==> config.mk <==
export PLATFORM = sky130hd
export DESIGN_NAME = adcc_ctrl
export DESIGN_NICKNAME = d
export VERILOG_FILES = /design/src/core/adcc_pkg.sv /design/src/core/adcc_ctrl.sv /design/src/core/adcc_tick_div.sv /design/src/core/adcc_sar.sv
export SDC_FILE = /design/constraint.sdc
export NUM_CORES = 1
export LEC_CHECK = 0
export ABC_AREA = 1
export BUFFER_PORTS_ARGS = -buffer_cell sky130_fd_sc_hd__clkbuf_2
export CAP_MARGIN = 10
export CORE_MARGIN = 4
export CORE_UTILIZATION = 35
export CTS_BUF_LIST = sky130_fd_sc_hd__clkbuf_2
export CTS_CLUSTER_DIAMETER = 60
export DETAILED_ROUTE_END_ITERATION = 10
export GPL_TIMING_DRIVEN = 0
export PLACE_DENSITY = 0.5
export RECOVER_POWER = 25
export SLEW_MARGIN = 5
export SYNTH_ARGS = -nofsm -noshare
export SYNTH_HDL_FRONTEND = slang
export SYNTH_SLANG_ARGS = --single-unit
==> constraint.sdc <==
create_clock -name i_mclk -period 3.75 [get_ports i_mclk]
set_clock_uncertainty 0.2 [all_clocks]
set_input_delay 0.75 -clock i_mclk [delete_from_list [all_inputs] [get_ports i_mclk]]
set_output_delay 0.75 -clock i_mclk [all_outputs]
set_load 0.01 [all_outputs]
==> src/core/adcc_pkg.sv <==
// Shared constants, types and state records of the converter control block
package adcc_pkg;

    // ******************************
    // Register map (word index on the plain register port)
    // ******************************
    localparam int ADDR_W = 3;
    localparam logic [2:0] OFF_SCR = 3'h0;
    localparam logic [2:0] OFF_RES_HI = 3'h1;
    localparam logic [2:0] OFF_RES_LO = 3'h2;
    localparam logic [2:0] OFF_CFG = 3'h3;
    localparam logic [2:0] OFF_EVT_STATUS = 3'h4;
    localparam logic [2:0] OFF_EVT_MASK = 3'h5;

    // ******************************
    // Field positions
    // ******************************
    localparam int SCR_FLAG_BIT = 7;
    localparam int SCR_IRQ_EN_BIT = 6;
    localparam int SCR_CONT_BIT = 5;
    localparam int CFG_LONG_BIT = 0;
    localparam int CFG_TEN_BIT = 1;
    localparam int CFG_HW_BIT = 2;
    localparam int CFG_ACLK_BIT = 3;
    localparam int EVT_DONE_BIT = 0;
    localparam int EVT_ABORT_BIT = 1;
    localparam int EVT_LOST_BIT = 2;
    localparam int EVT_W = 3;
    localparam logic [4:0] CHANNEL_OFF = 5'h1F;

    // ******************************
    // Reset values
    // ******************************
    localparam logic [4:0] RST_CHANNEL = 5'h1F;
    localparam logic RST_TEN_BIT = 1'b1;
    localparam logic [9:0] RST_RESULT = 10'h000;

    // ******************************
    // Timing
    // ******************************
    localparam int MCLK_PERIOD_PS = 5000;
    localparam int CONV_HALF_PERIOD_PS = 250000;
    localparam int CONV_HALF_CYC = (CONV_HALF_PERIOD_PS + MCLK_PERIOD_PS - 1) / MCLK_PERIOD_PS;
    localparam logic [5:0] SAMPLE_SHORT_HALVES = 6'h07;
    localparam logic [5:0] SAMPLE_LONG_HALVES = 6'h2F;
    localparam logic [3:0] TOP_BIT_IDX = 4'h9;
    localparam logic [3:0] LAST_IDX_TEN = 4'h0;
    localparam logic [3:0] LAST_IDX_EIGHT = 4'h2;

    // ******************************
    // Types
    // ******************************
    typedef enum logic [1:0] {PH_IDLE, PH_SAMPLE, PH_CONVERT} adcc_phase_e;

    typedef struct packed {
        logic [2:0] addr;
        logic [7:0] wdata;
        logic wr;
        logic rd;
    } adcc_bus_s;

    typedef struct packed {
        logic [15:0] cnt;
        logic tick;
    } adcc_div_s;

    typedef struct packed {
        adcc_phase_e phase;
        logic [5:0] cnt;
        logic [3:0] idx;
        logic [9:0] code;
        logic [9:0] dac;
        logic [9:0] result;
        logic done;
    } adcc_sar_s;

    typedef struct packed {
        logic irq_en;
        logic cont_en;
        logic [4:0] channel;
        logic flag;
        logic irq_req;
        logic long_smp;
        logic ten_bit;
        logic hw_sel;
        logic aclk_en;
        logic [9:0] result;
        logic hi_read_pend;
        logic run;
        logic [2:0] evt_status;
        logic [2:0] evt_mask;
        logic [7:0] rdata;
        logic start;
        logic abort;
    } adcc_ctrl_s;

endpackage

==> src/core/adcc_ctrl.sv <==
// Converter control: registers, start/abort, completion flag, low-power and stop behaviour
//
// Notes on behaviour
// Sample phase lasts 3.5 converter cycles, or 23.5 with long sampling.
// Results come at 8 or 10 bits; 10-bit gives 1024 codes.
// With interrupt enabled, request rises when a conversion completes and flag sets.
// Completion flag sets at every completed conversion, interrupt enabled or not; the code does not set it when a half-read 10-bit result is dropped as lost.
// Wait mode changes nothing: conversions and completion requests continue.
// Channel field written all ones shuts the core into low power.
// Stop without async clock aborts conversion and enters low power.
// After such a stop, only a control register write restarts converting.
// An aborted conversion leaves the result registers at the last result.
// Stop with async clock enabled: conversions and interrupts continue normally.
// Single mode returns to low power after each completed conversion.
// Stop, async clock, hardware mode: idle until trigger, then one conversion.
// A hardware-triggered conversion in stop raises the completion request.
// Software should clear continuous mode before stop unless wake-ups are wanted.
// Control write or low result read clears the completion flag.
// Result read or control write withdraws the completion request.
// Software mode: control write with channel not all ones starts conversion.
// Flag and request live in flip-flops of the bus clock, glitch free.
`timescale 1ns/1ps
`default_nettype none
module adcc_ctrl #(
    parameter int HALF_CYC = adcc_pkg::CONV_HALF_CYC
) (
    input wire logic i_mclk,
    input wire logic i_rst,
    input wire adcc_pkg::adcc_bus_s i_bus,
    output logic [7:0] o_rdata,
    input wire logic i_stop_mode,
    input wire logic i_hw_trigger,
    input wire logic i_cmp_high,
    output logic [9:0] o_dac,
    output logic [4:0] o_channel,
    output logic o_core_power_on,
    output logic o_sampling,
    output logic o_irq
);
    import adcc_pkg::*;

    // ******************************
    // State and submodule wiring
    // ******************************
    adcc_ctrl_s r;
    adcc_ctrl_s next_r;
    logic sar_busy;
    logic sar_done;
    logic [9:0] sar_result;
    logic tick;
    logic ch_off;
    logic stop_kill;
    logic wr_scr;
    logic wr_cfg;
    logic rd_lo;
    logic rd_hi;
    logic [7:0] w;

    adcc_tick_div #(
        .HALF_CYC(HALF_CYC)
    ) u_div (
        .i_mclk(i_mclk),
        .i_rst(i_rst),
        // A restart re-aligns the divider, so every sample window of one sampling setting has the same length
        .i_run(sar_busy && !r.start),
        .o_tick(tick)
    );

    adcc_sar u_sar (
        .i_mclk(i_mclk),
        .i_rst(i_rst),
        .i_tick(tick),
        .i_start(r.start),
        .i_abort(r.abort),
        .i_long(r.long_smp),
        .i_ten_bit(r.ten_bit),
        .i_cmp_high(i_cmp_high),
        .o_busy(sar_busy),
        .o_sampling(o_sampling),
        .o_done(sar_done),
        .o_result(sar_result),
        .o_dac(o_dac)
    );

    // ******************************
    // Decodes
    // ******************************
    assign w = i_bus.wdata;
    assign ch_off = (r.channel == CHANNEL_OFF);
    assign wr_scr = i_bus.wr && (i_bus.addr == OFF_SCR);
    assign wr_cfg = i_bus.wr && (i_bus.addr == OFF_CFG);
    assign rd_lo = i_bus.rd && (i_bus.addr == OFF_RES_LO);
    assign rd_hi = i_bus.rd && (i_bus.addr == OFF_RES_HI);
    // Stop only kills the converter when it has no clock of its own
    assign stop_kill = i_stop_mode && !r.aclk_en;

    // ******************************
    // Next-state logic
    // ******************************
    always_comb begin
        next_r = r;
        next_r.start = 1'b0;
        next_r.abort = 1'b0;
        next_r.rdata = 8'h00;

        // Read path; data stand only in the cycle after the strobe
        if (i_bus.rd) begin
            case (i_bus.addr)
                OFF_SCR: begin
                    next_r.rdata = {r.flag, r.irq_en, r.cont_en, r.channel};
                end
                OFF_RES_HI: begin
                    next_r.rdata = {6'h00, r.result[9:8]};
                end
                OFF_RES_LO: begin
                    next_r.rdata = r.result[7:0];
                end
                OFF_CFG: begin
                    next_r.rdata = {4'h0, r.aclk_en, r.hw_sel, r.ten_bit, r.long_smp};
                end
                OFF_EVT_STATUS: begin
                    next_r.rdata = {5'h00, r.evt_status};
                end
                OFF_EVT_MASK: begin
                    next_r.rdata = {5'h00, r.evt_mask};
                end
                default: begin
                    next_r.rdata = 8'h00;
                end
            endcase
        end

        // Reading the high byte in 10-bit mode locks the pair until low is read
        if (rd_hi && r.ten_bit) begin
            next_r.hi_read_pend = 1'b1;
        end
        if (rd_lo) begin
            next_r.hi_read_pend = 1'b0;
            next_r.flag = 1'b0;
        end
        if (rd_lo || rd_hi) begin
            next_r.irq_req = 1'b0;
        end

        // Control register write: abort, then restart in software mode unless channel is off
        if (wr_scr) begin
            next_r.irq_en = w[SCR_IRQ_EN_BIT];
            next_r.cont_en = w[SCR_CONT_BIT];
            next_r.channel = w[4:0];
            next_r.flag = 1'b0;
            next_r.irq_req = 1'b0;
            next_r.abort = 1'b1;
            next_r.run = (w[4:0] != CHANNEL_OFF);
            if (!r.hw_sel && (w[4:0] != CHANNEL_OFF)) begin
                next_r.start = 1'b1;
            end
        end

        // Configuration write aborts and leaves the converter idle
        if (wr_cfg) begin
            next_r.long_smp = w[CFG_LONG_BIT];
            next_r.ten_bit = w[CFG_TEN_BIT];
            next_r.hw_sel = w[CFG_HW_BIT];
            next_r.aclk_en = w[CFG_ACLK_BIT];
            next_r.abort = 1'b1;
            next_r.run = 1'b0;
        end

        // Hardware trigger works in run, wait and (with async clock) stop
        if (r.hw_sel && r.run && !ch_off && !sar_busy && !r.start && i_hw_trigger
            && !i_bus.wr) begin
            next_r.start = 1'b1;
        end

        // Event status is write-one-to-clear; events applied below win in the same cycle
        if (i_bus.wr && (i_bus.addr == OFF_EVT_STATUS)) begin
            next_r.evt_status = r.evt_status & ~w[2:0];
        end

        // Completion; set wins over any clear in the same cycle
        if (sar_done && !r.abort) begin
            if (r.hi_read_pend && r.ten_bit && !rd_lo) begin
                // Pair is half read: result dropped, a new conversion goes anyway
                next_r.evt_status[EVT_LOST_BIT] = 1'b1;
                next_r.start = !wr_scr && !wr_cfg;
            end else begin
                next_r.result = sar_result;
                next_r.flag = 1'b1;
                // Wait mode has no input here: it cannot hold the request back
                if (r.irq_en) begin
                    next_r.irq_req = 1'b1;
                end
                next_r.evt_status[EVT_DONE_BIT] = 1'b1;
                if (r.cont_en && r.run && !ch_off && !wr_scr && !wr_cfg) begin
                    next_r.start = 1'b1;
                end else if (!r.cont_en && !r.hw_sel && !wr_scr) begin
                    next_r.run = 1'b0;
                end
            end
        end

        // Stop without async clock: abort, drop the run state, no restart
        if (stop_kill) begin
            if (sar_busy || r.start) begin
                next_r.evt_status[EVT_ABORT_BIT] = 1'b1;
            end
            next_r.abort = 1'b1;
            next_r.start = 1'b0;
            next_r.run = 1'b0;
        end

        if (i_bus.wr && (i_bus.addr == OFF_EVT_MASK)) begin
            next_r.evt_mask = w[2:0];
        end
    end

    // ******************************
    // State register
    // ******************************
    always_ff @(posedge i_mclk) begin
        if (i_rst) begin
            r <= '0;
            r.channel <= RST_CHANNEL;
            r.ten_bit <= RST_TEN_BIT;
            r.result <= RST_RESULT;
        end else begin
            r <= next_r;
        end
    end

    // ******************************
    // Outputs
    // ******************************
    assign o_rdata = r.rdata;
    assign o_channel = r.channel;
    // Core is powered only while a conversion runs; otherwise it sits in low power
    assign o_core_power_on = sar_busy;
    assign o_irq = r.irq_req || (|(r.evt_status & r.evt_mask));
endmodule
`default_nettype wire

==> src/core/adcc_tick_div.sv <==
// Half-period tick generator standing in for the converter clock
`timescale 1ns/1ps
`default_nettype none
module adcc_tick_div #(
    parameter int HALF_CYC = adcc_pkg::CONV_HALF_CYC
) (
    input wire logic i_mclk,
    input wire logic i_rst,
    input wire logic i_run,
    output logic o_tick
);
    import adcc_pkg::*;

    adcc_div_s r;
    adcc_div_s next_r;

    // Counter parks at zero while idle so the converter clock is off in low power
    always_comb begin
        next_r = r;
        next_r.tick = 1'b0;
        if (!i_run) begin
            next_r.cnt = 16'h0000;
        end else if (r.cnt == 16'(HALF_CYC - 1)) begin
            next_r.cnt = 16'h0000;
            next_r.tick = 1'b1;
        end else begin
            next_r.cnt = r.cnt + 16'h0001;
        end
    end

    always_ff @(posedge i_mclk) begin
        if (i_rst) begin
            r <= '0;
        end else begin
            r <= next_r;
        end
    end

    assign o_tick = r.tick;
endmodule
`default_nettype wire

==> src/core/adcc_sar.sv <==
// Successive-approximation sequencer: sample window then one bit per converter cycle
`timescale 1ns/1ps
`default_nettype none
module adcc_sar (
    input wire logic i_mclk,
    input wire logic i_rst,
    input wire logic i_tick,
    input wire logic i_start,
    input wire logic i_abort,
    input wire logic i_long,
    input wire logic i_ten_bit,
    input wire logic i_cmp_high,
    output logic o_busy,
    output logic o_sampling,
    output logic o_done,
    output logic [9:0] o_result,
    output logic [9:0] o_dac
);
    import adcc_pkg::*;

    adcc_sar_s r;
    adcc_sar_s next_r;
    logic [9:0] kept;
    logic [3:0] last_idx;

    always_comb begin
        next_r = r;
        next_r.done = 1'b0;
        kept = i_cmp_high ? r.dac : r.code;
        last_idx = i_ten_bit ? LAST_IDX_TEN : LAST_IDX_EIGHT;
        if (i_start) begin
            // Sample window counted in half cycles: 7 or 47 halves
            next_r.phase = PH_SAMPLE;
            next_r.cnt = (i_long ? SAMPLE_LONG_HALVES : SAMPLE_SHORT_HALVES) - 6'h01;
            next_r.code = 10'h000;
            next_r.dac = 10'h000;
        end else if (i_abort) begin
            next_r.phase = PH_IDLE;
            next_r.dac = 10'h000;
        end else if (i_tick) begin
            case (r.phase)
                PH_SAMPLE: begin
                    if (r.cnt == 6'h00) begin
                        next_r.phase = PH_CONVERT;
                        next_r.idx = TOP_BIT_IDX;
                        next_r.cnt = 6'h01;
                        next_r.dac = 10'h200;
                    end else begin
                        next_r.cnt = r.cnt - 6'h01;
                    end
                end
                PH_CONVERT: begin
                    if (r.cnt != 6'h00) begin
                        next_r.cnt = 6'h00;
                    end else if (r.idx == last_idx) begin
                        next_r.phase = PH_IDLE;
                        next_r.done = 1'b1;
                        next_r.dac = 10'h000;
                        next_r.result = i_ten_bit ? kept : {2'b00, kept[9:2]};
                    end else begin
                        next_r.idx = r.idx - 4'h1;
                        next_r.code = kept;
                        next_r.dac = kept | (10'h001 << (r.idx - 4'h1));
                        next_r.cnt = 6'h01;
                    end
                end
                default: begin
                    next_r.phase = PH_IDLE;
                end
            endcase
        end
    end

    always_ff @(posedge i_mclk) begin
        if (i_rst) begin
            r <= '0;
        end else begin
            r <= next_r;
        end
    end

    assign o_busy = (r.phase != PH_IDLE);
    assign o_sampling = (r.phase == PH_SAMPLE);
    assign o_done = r.done;
    assign o_result = r.result;
    assign o_dac = r.dac;
endmodule
`default_nettype wire

==> out/metrics.cfg, run 1 <==
[clock_tree]
clk_pin_slew_worst_paths_ns=0.29
post_cts_buffers=0
cts_tree=done
htreeDepth=3
clock_tree.root_cell=clkbuf_2
cts_buffers=9
cts.sinks=101
clk_latency_ns=0.62
cts.repair.resized=0
cts_hold_buf=0
cts_buffer_depth=2

[logic_synthesis]
synth_edf_count=0
synthesis.area_um2=5270
synth_area_per_cell_um2=6.731
synth_ff_type=dfxtp_1
mappedNetlistNets=813
synth_seq_cells=101
ys_seq_area_frac=0.3837
yosys_warnings=0
synth-async-reset-ratio=0
synth_cells=783
yosysUniqueCellTypes=41

[final_layout]
fin_area_um2=5779
mostFrequentLayoutCells=nand2_1, nor2_1, inv_1
layout.nets=864
final_common_cell=nand2_1
drive_above_1_share=0.1335
syn_to_final_growth_pct=9.663
fillerInstances=1588

[sta]
finalSetupViolations=0
rsz0062_at_grt=no
fmaxAchievable_ghz=0.4001
fin_crit_sh=0.6666
fin_setup_tns_ns=0
tightestPinTransition_ns=0.5609
hold_violations=0
slew_headroom=0.6261
drv_slew=0
period_needed_ns=2.500

[drt]
drt-initial-drc-count=269
vias_per_cell=4.660
firstDrtPassIters=5
wirelength_um=13510
avgRoutedWirePerCell_um=13.19
drcViolationCount=0
vias=4772
postRouteAntennaNets=0

[flow_run]
cap_violations=0

[placed_design]
portBuffers=40
place.gp.congestion=0.8206
hpwl_um=10370
placed_area_um2=5700

[worst_setup_path]
critPathArrivalTime_ns=1.55
worstPathRequired_ns=2.80
cp-start-kind=register
rr_worst_depth=9
path_class=reg -> out
crit_fanout=4
endpoint_kind=output pin

[pwr]
power_density_nw_per_um2=303.3
power_w=0.001753
power.leakage_nw=2.540
irDropWorstVdd_mv=0.1186

[global_routing]
antenna_found_initial=1
first_global_vias=4500
grt_usage=0.1623
grt_remaining_overflow=0
grt_first_pass_wirelength_um=21890
grt_max_degree=19

[floorplanning]
die_area_um2=17090
die_h_um=130.7
ios=44
core_um2=14640
start_util=0.3599
dieWidth_um=130.7
placementRows=44

[run_status]
status=complete, no violations

[min_path]
hold_class=in -> reg
whs_path_depth=3

-- sequential cells by signal, indices dropped and copies added, names as in the netlist --
| register | flops |
|---|---|
| u_div.o_tick | 1 |
| u_div.r | 16 |
| u_sar.o_done | 1 |
| o_channel | 5 |
| u_sar.o_result | 10 |
| u_sar.o_dac | 10 |
| o_rdata | 8 |
| u_sar.r | 22 |
| r | 28 |
-- worst max-delay path, stage by stage (launching register included) --
cell and delay (ns):
dfxtp_1 0.41, inv_1 0.07, ha_1 0.26, inv_1 0.07
clkbuf_2 0.12
-- logic make-up (layout without fill, tap and decap cells) --
logic type,after synthesis,in the layout,synth area share
compound gates,133,133,0.1332
xor+xnor,7,7,0.01306
fa+ha+maj,12,12,0.02849
buf+inv,155,211,0.1318
flops,101,101,0.3837
other cells,0,1,0
simple gates,375,375,0.3098
-- path summary, 6_finish.rpt --
check	startpoint	endpoint	slack (ns)
max	u_sar.r[41]	o_core_power_on	1.25
min	i_bus[6]	o_channel[4]	0.14
max reg2reg	u_sar.r[31]	u_sar.o_dac[1]	1.59
min reg2reg	r[19]	r[19]	0.28
-- final cells by class --
class | count | area, um2 | share of cell area
clock buffer | 9 | 45.04 | 0.007794
timing repair buffer | 40 | 196.4 | 0.03399
multi-input combinational | 527 | 2532 | 0.4382
antenna | 1 | 2.502 | 0.0004330
sequential | 101 | 2022 | 0.3499
tap | 184 | 230.2 | 0.03984
inverter | 115 | 434.2 | 0.07512
buffer | 40 | 255.2 | 0.04417
clock inverter | 7 | 61.31 | 0.01061
-- stage by stage --
step / util / instances / setup WS (ns) / hold WS (ns)
3_5_place_dp: 0.3893 / 1007 / 1.481 / 0.2486
5_1_grt: 0.3947 / 1024 / 1.099 / 0.1137
4_1_cts: 0.3965 / 1023 / 1.181 / 0.08811
3_3_place_gp: 0.3893 / 1007 / 1.482 / 0.2468
2_1_floorplan: - / 783 / 1.763 / 0.2304
6_report: 0.3947 / 1024 / 1.250 / 0.1425
-- per-layer routing --
layer,part of all wire,GRT usage,up-vias
met2,0.45,0.2576,92
met5,0,0,-
li1,-,-,2543
met1,0.48,0.2158,2114
met4,0.031,0.08167,0
met3,0.038,0.02317,23
-- cells in the mapped netlist (all sizes together), types with 3 or more instances --
master | number | share of area
xor2 | 5 | 0.0097
a21oi | 50 | 0.047
nand3b | 3 | 0.0050
clkbuf | 10 | 0.0071
nand2 | 190 | 0.14
dfxtp | 101 | 0.38
buf | 30 | 0.042
inv | 113 | 0.081
nor2 | 121 | 0.094
o211ai | 5 | 0.0071
ha | 12 | 0.028
o21ai | 67 | 0.064
nand3 | 37 | 0.041
nor3 | 12 | 0.013
nand4 | 9 | 0.012
o22ai | 5 | 0.0059
-- power breakdown --
| group | internal (W) | switching (W) |
|---|---|---|
| clock network | 0.0000974 | 0.000410 |
| logic | 0.0000470 | 0.0000999 |
| registers | 0.00109 | 0.00000960 |
(Power assumes the default switching activity.)
==> inputs of run 2 (changes only) <==
- clock period: 3.75 -> 2.55 ns (I/O delays scaled with it)
==> out/metrics.cfg, run 2 (synthesized netlist as in run 1, its figures left out) <==
[min_path]
holdCritStartpoint=i_bus[0]
hold_class=in -> reg
whs_path_depth=4
whs_endpoint=r[17]

[floorplanning]
placementRows=44
die_h_um=130.7
ios=44
die_area_um2=17090
dieWidth_um=130.7
start_util=0.3599
core_um2=14640

[pwr]
power_density_nw_per_um2=441.4
power_w=0.002597
power.switching_w=0.0007739
power_frac_comb=0.089
pwr-share-seq=0.622
p_clk_frac=0.289
irDropWorstVdd_mv=0.1760
power.share.switching=0.2979
power.leakage_nw=2.584
cell_internal_pwr_w=0.001824

[clock_tree]
cts_buffers=9
cts_tree=done
clock_tree.root_cell=clkbuf_2
clk_latency_ns=0.62
cts_buffer_depth=2
htreeDepth=3
clk_pin_slew_worst_paths_ns=0.29
cts.sinks=101
post_cts_buffers=0

[worst_setup_path]
crit_start=u_sar.r[41]
crit_fanout=4
path_class=reg -> out
worstPathRequired_ns=1.84
r2r_start=u_sar.r[31]
r2r-end=u_sar.o_dac[1]
rr_worst_depth=9
r2r_slack_ns=0.40
critPathArrivalTime_ns=1.55
endpoint_kind=output pin
cp-start-kind=register

[final_layout]
mostFrequentLayoutCells=nand2_1, nor2_1, inv_1
layout.nets=873
drive_above_1_share=0.1380
fillerInstances=1576
largest_reg_flops=28
final_common_cell=nand2_1
syn_to_final_growth_pct=11.66
top_regs=r (28), u_sar.r (22), u_div.r (16)
largest_register=r

[sta]
finalSetupViolations=0
slew_headroom=0.6241
period_needed_ns=2.260
rsz0062_at_grt=no
fin_crit_sh=0.8862
fmaxAchievable_ghz=0.4425
fin_setup_tns_ns=0
hold_violations=0
tightestPinTransition_ns=0.5638
drv_slew=0

[drt]
drcViolationCount=0
wirelength_um=13640
avgRoutedWirePerCell_um=13.21
postRouteAntennaNets=0
vias=4812
vias_per_cell=4.658
drt-initial-drc-count=246
firstDrtPassIters=4

[placed_design]
portBuffers=40
place.gp.congestion=0.8206
hpwl_um=10370

[global_routing]
grt_first_pass_wirelength_um=21930
grt_usage=0.1625
grt_max_degree=19
antenna_found_initial=1
grt_remaining_overflow=0
first_global_vias=4518

[flow_run]
cap_violations=0

[run_status]
status=complete, no violations

[run 2: cell types whose count changed in the layout (fill, tap and decap cells not counted), sizes merged]
cell,change
dlygate4sd3,+9
[run 2: metrics by stage]
stage / instances / worst slack (ns) / hold WS [ns] / instance area (um2) / util
floorplan: 783 / 0.7800 / 0.2304 / 5270 / -
global placement: 1007 / 0.5188 / 0.2468 / 5700 / 0.3893
detailed placement: 1007 / 0.4342 / 0.2486 / 5700 / 0.3893
CTS: 1032 / 0.2212 / 0.005691 / 5897 / 0.4027
global route: 1033 / 0.1387 / 0.01723 / 5884 / 0.4018
finish: 1033 / 0.2902 / 0.04376 / 5884 / 0.4018
[run 2: power groups by stage]
| stage | clock, W | combinational (W) | sequential, W |
|---|---|---|---|
| final | 0.000752 | 0.000230 | 0.00162 |
| after global placement | 0 | 0.000217 | 0.00164 |
| after floorplan | 0 | 0.000149 | 0.00164 |
| after detailed placement | 0 | 0.000219 | 0.00164 |
| after CTS | 0.000786 | 0.000231 | 0.00162 |
| after global routing | 0.000844 | 0.000258 | 0.00162 |
[run 2: critical path, stage by stage (launching register included)]
cell and delay [ns]:
dfxtp_1 0.41, inv_1 0.07, ha_1 0.26, inv_1 0.07
clkbuf_2 0.12
[run 2: final cells by class]
| type | count | area (um2) | share of cell area |
|---|---|---|---|
| multi-input combinational | 527 | 2545 | 0.4325 |
| sequential | 101 | 2022 | 0.3436 |
| inverter | 115 | 434.2 | 0.07378 |
| timing repair buffer | 49 | 289.0 | 0.04912 |
| buffer | 40 | 255.2 | 0.04338 |
| tap | 184 | 230.2 | 0.03912 |
| clock inverter | 7 | 61.31 | 0.01042 |
| clock buffer | 9 | 45.04 | 0.007655 |
| antenna | 1 | 2.502 | 0.0004253 |
[run 2: repair_timing]
action / 4_1_cts / 5_1_grt
hold buffers: 9 / 0
endpoints found under the hold margin: 16 / 0
gates resized for setup: 0 / 0
[run 2: metal layers]
| layer | wire length, um | global-route usage | share of wire | up-vias |
|---|---|---|---|---|
| li1 | - | - | - | 2564 |
| met1 | 6710 | 0.2158 | 0.49 | 2135 |
| met2 | 6087 | 0.2582 | 0.45 | 91 |
| met3 | 429 | 0.02317 | 0.031 | 22 |
| met4 | 415 | 0.08167 | 0.030 | 0 |
| met5 | 0 | 0 | 0 | - |
[run 2: worst max path at each step]
stage	cells past startpoint	end
floorplan	9	u_sar.o_dac[0]
global placement	9	u_sar.o_dac[1]
detailed placement	9	u_sar.o_dac[1]
CTS	4	o_core_power_on
global route	4	o_core_power_on
finish	4	o_core_power_on
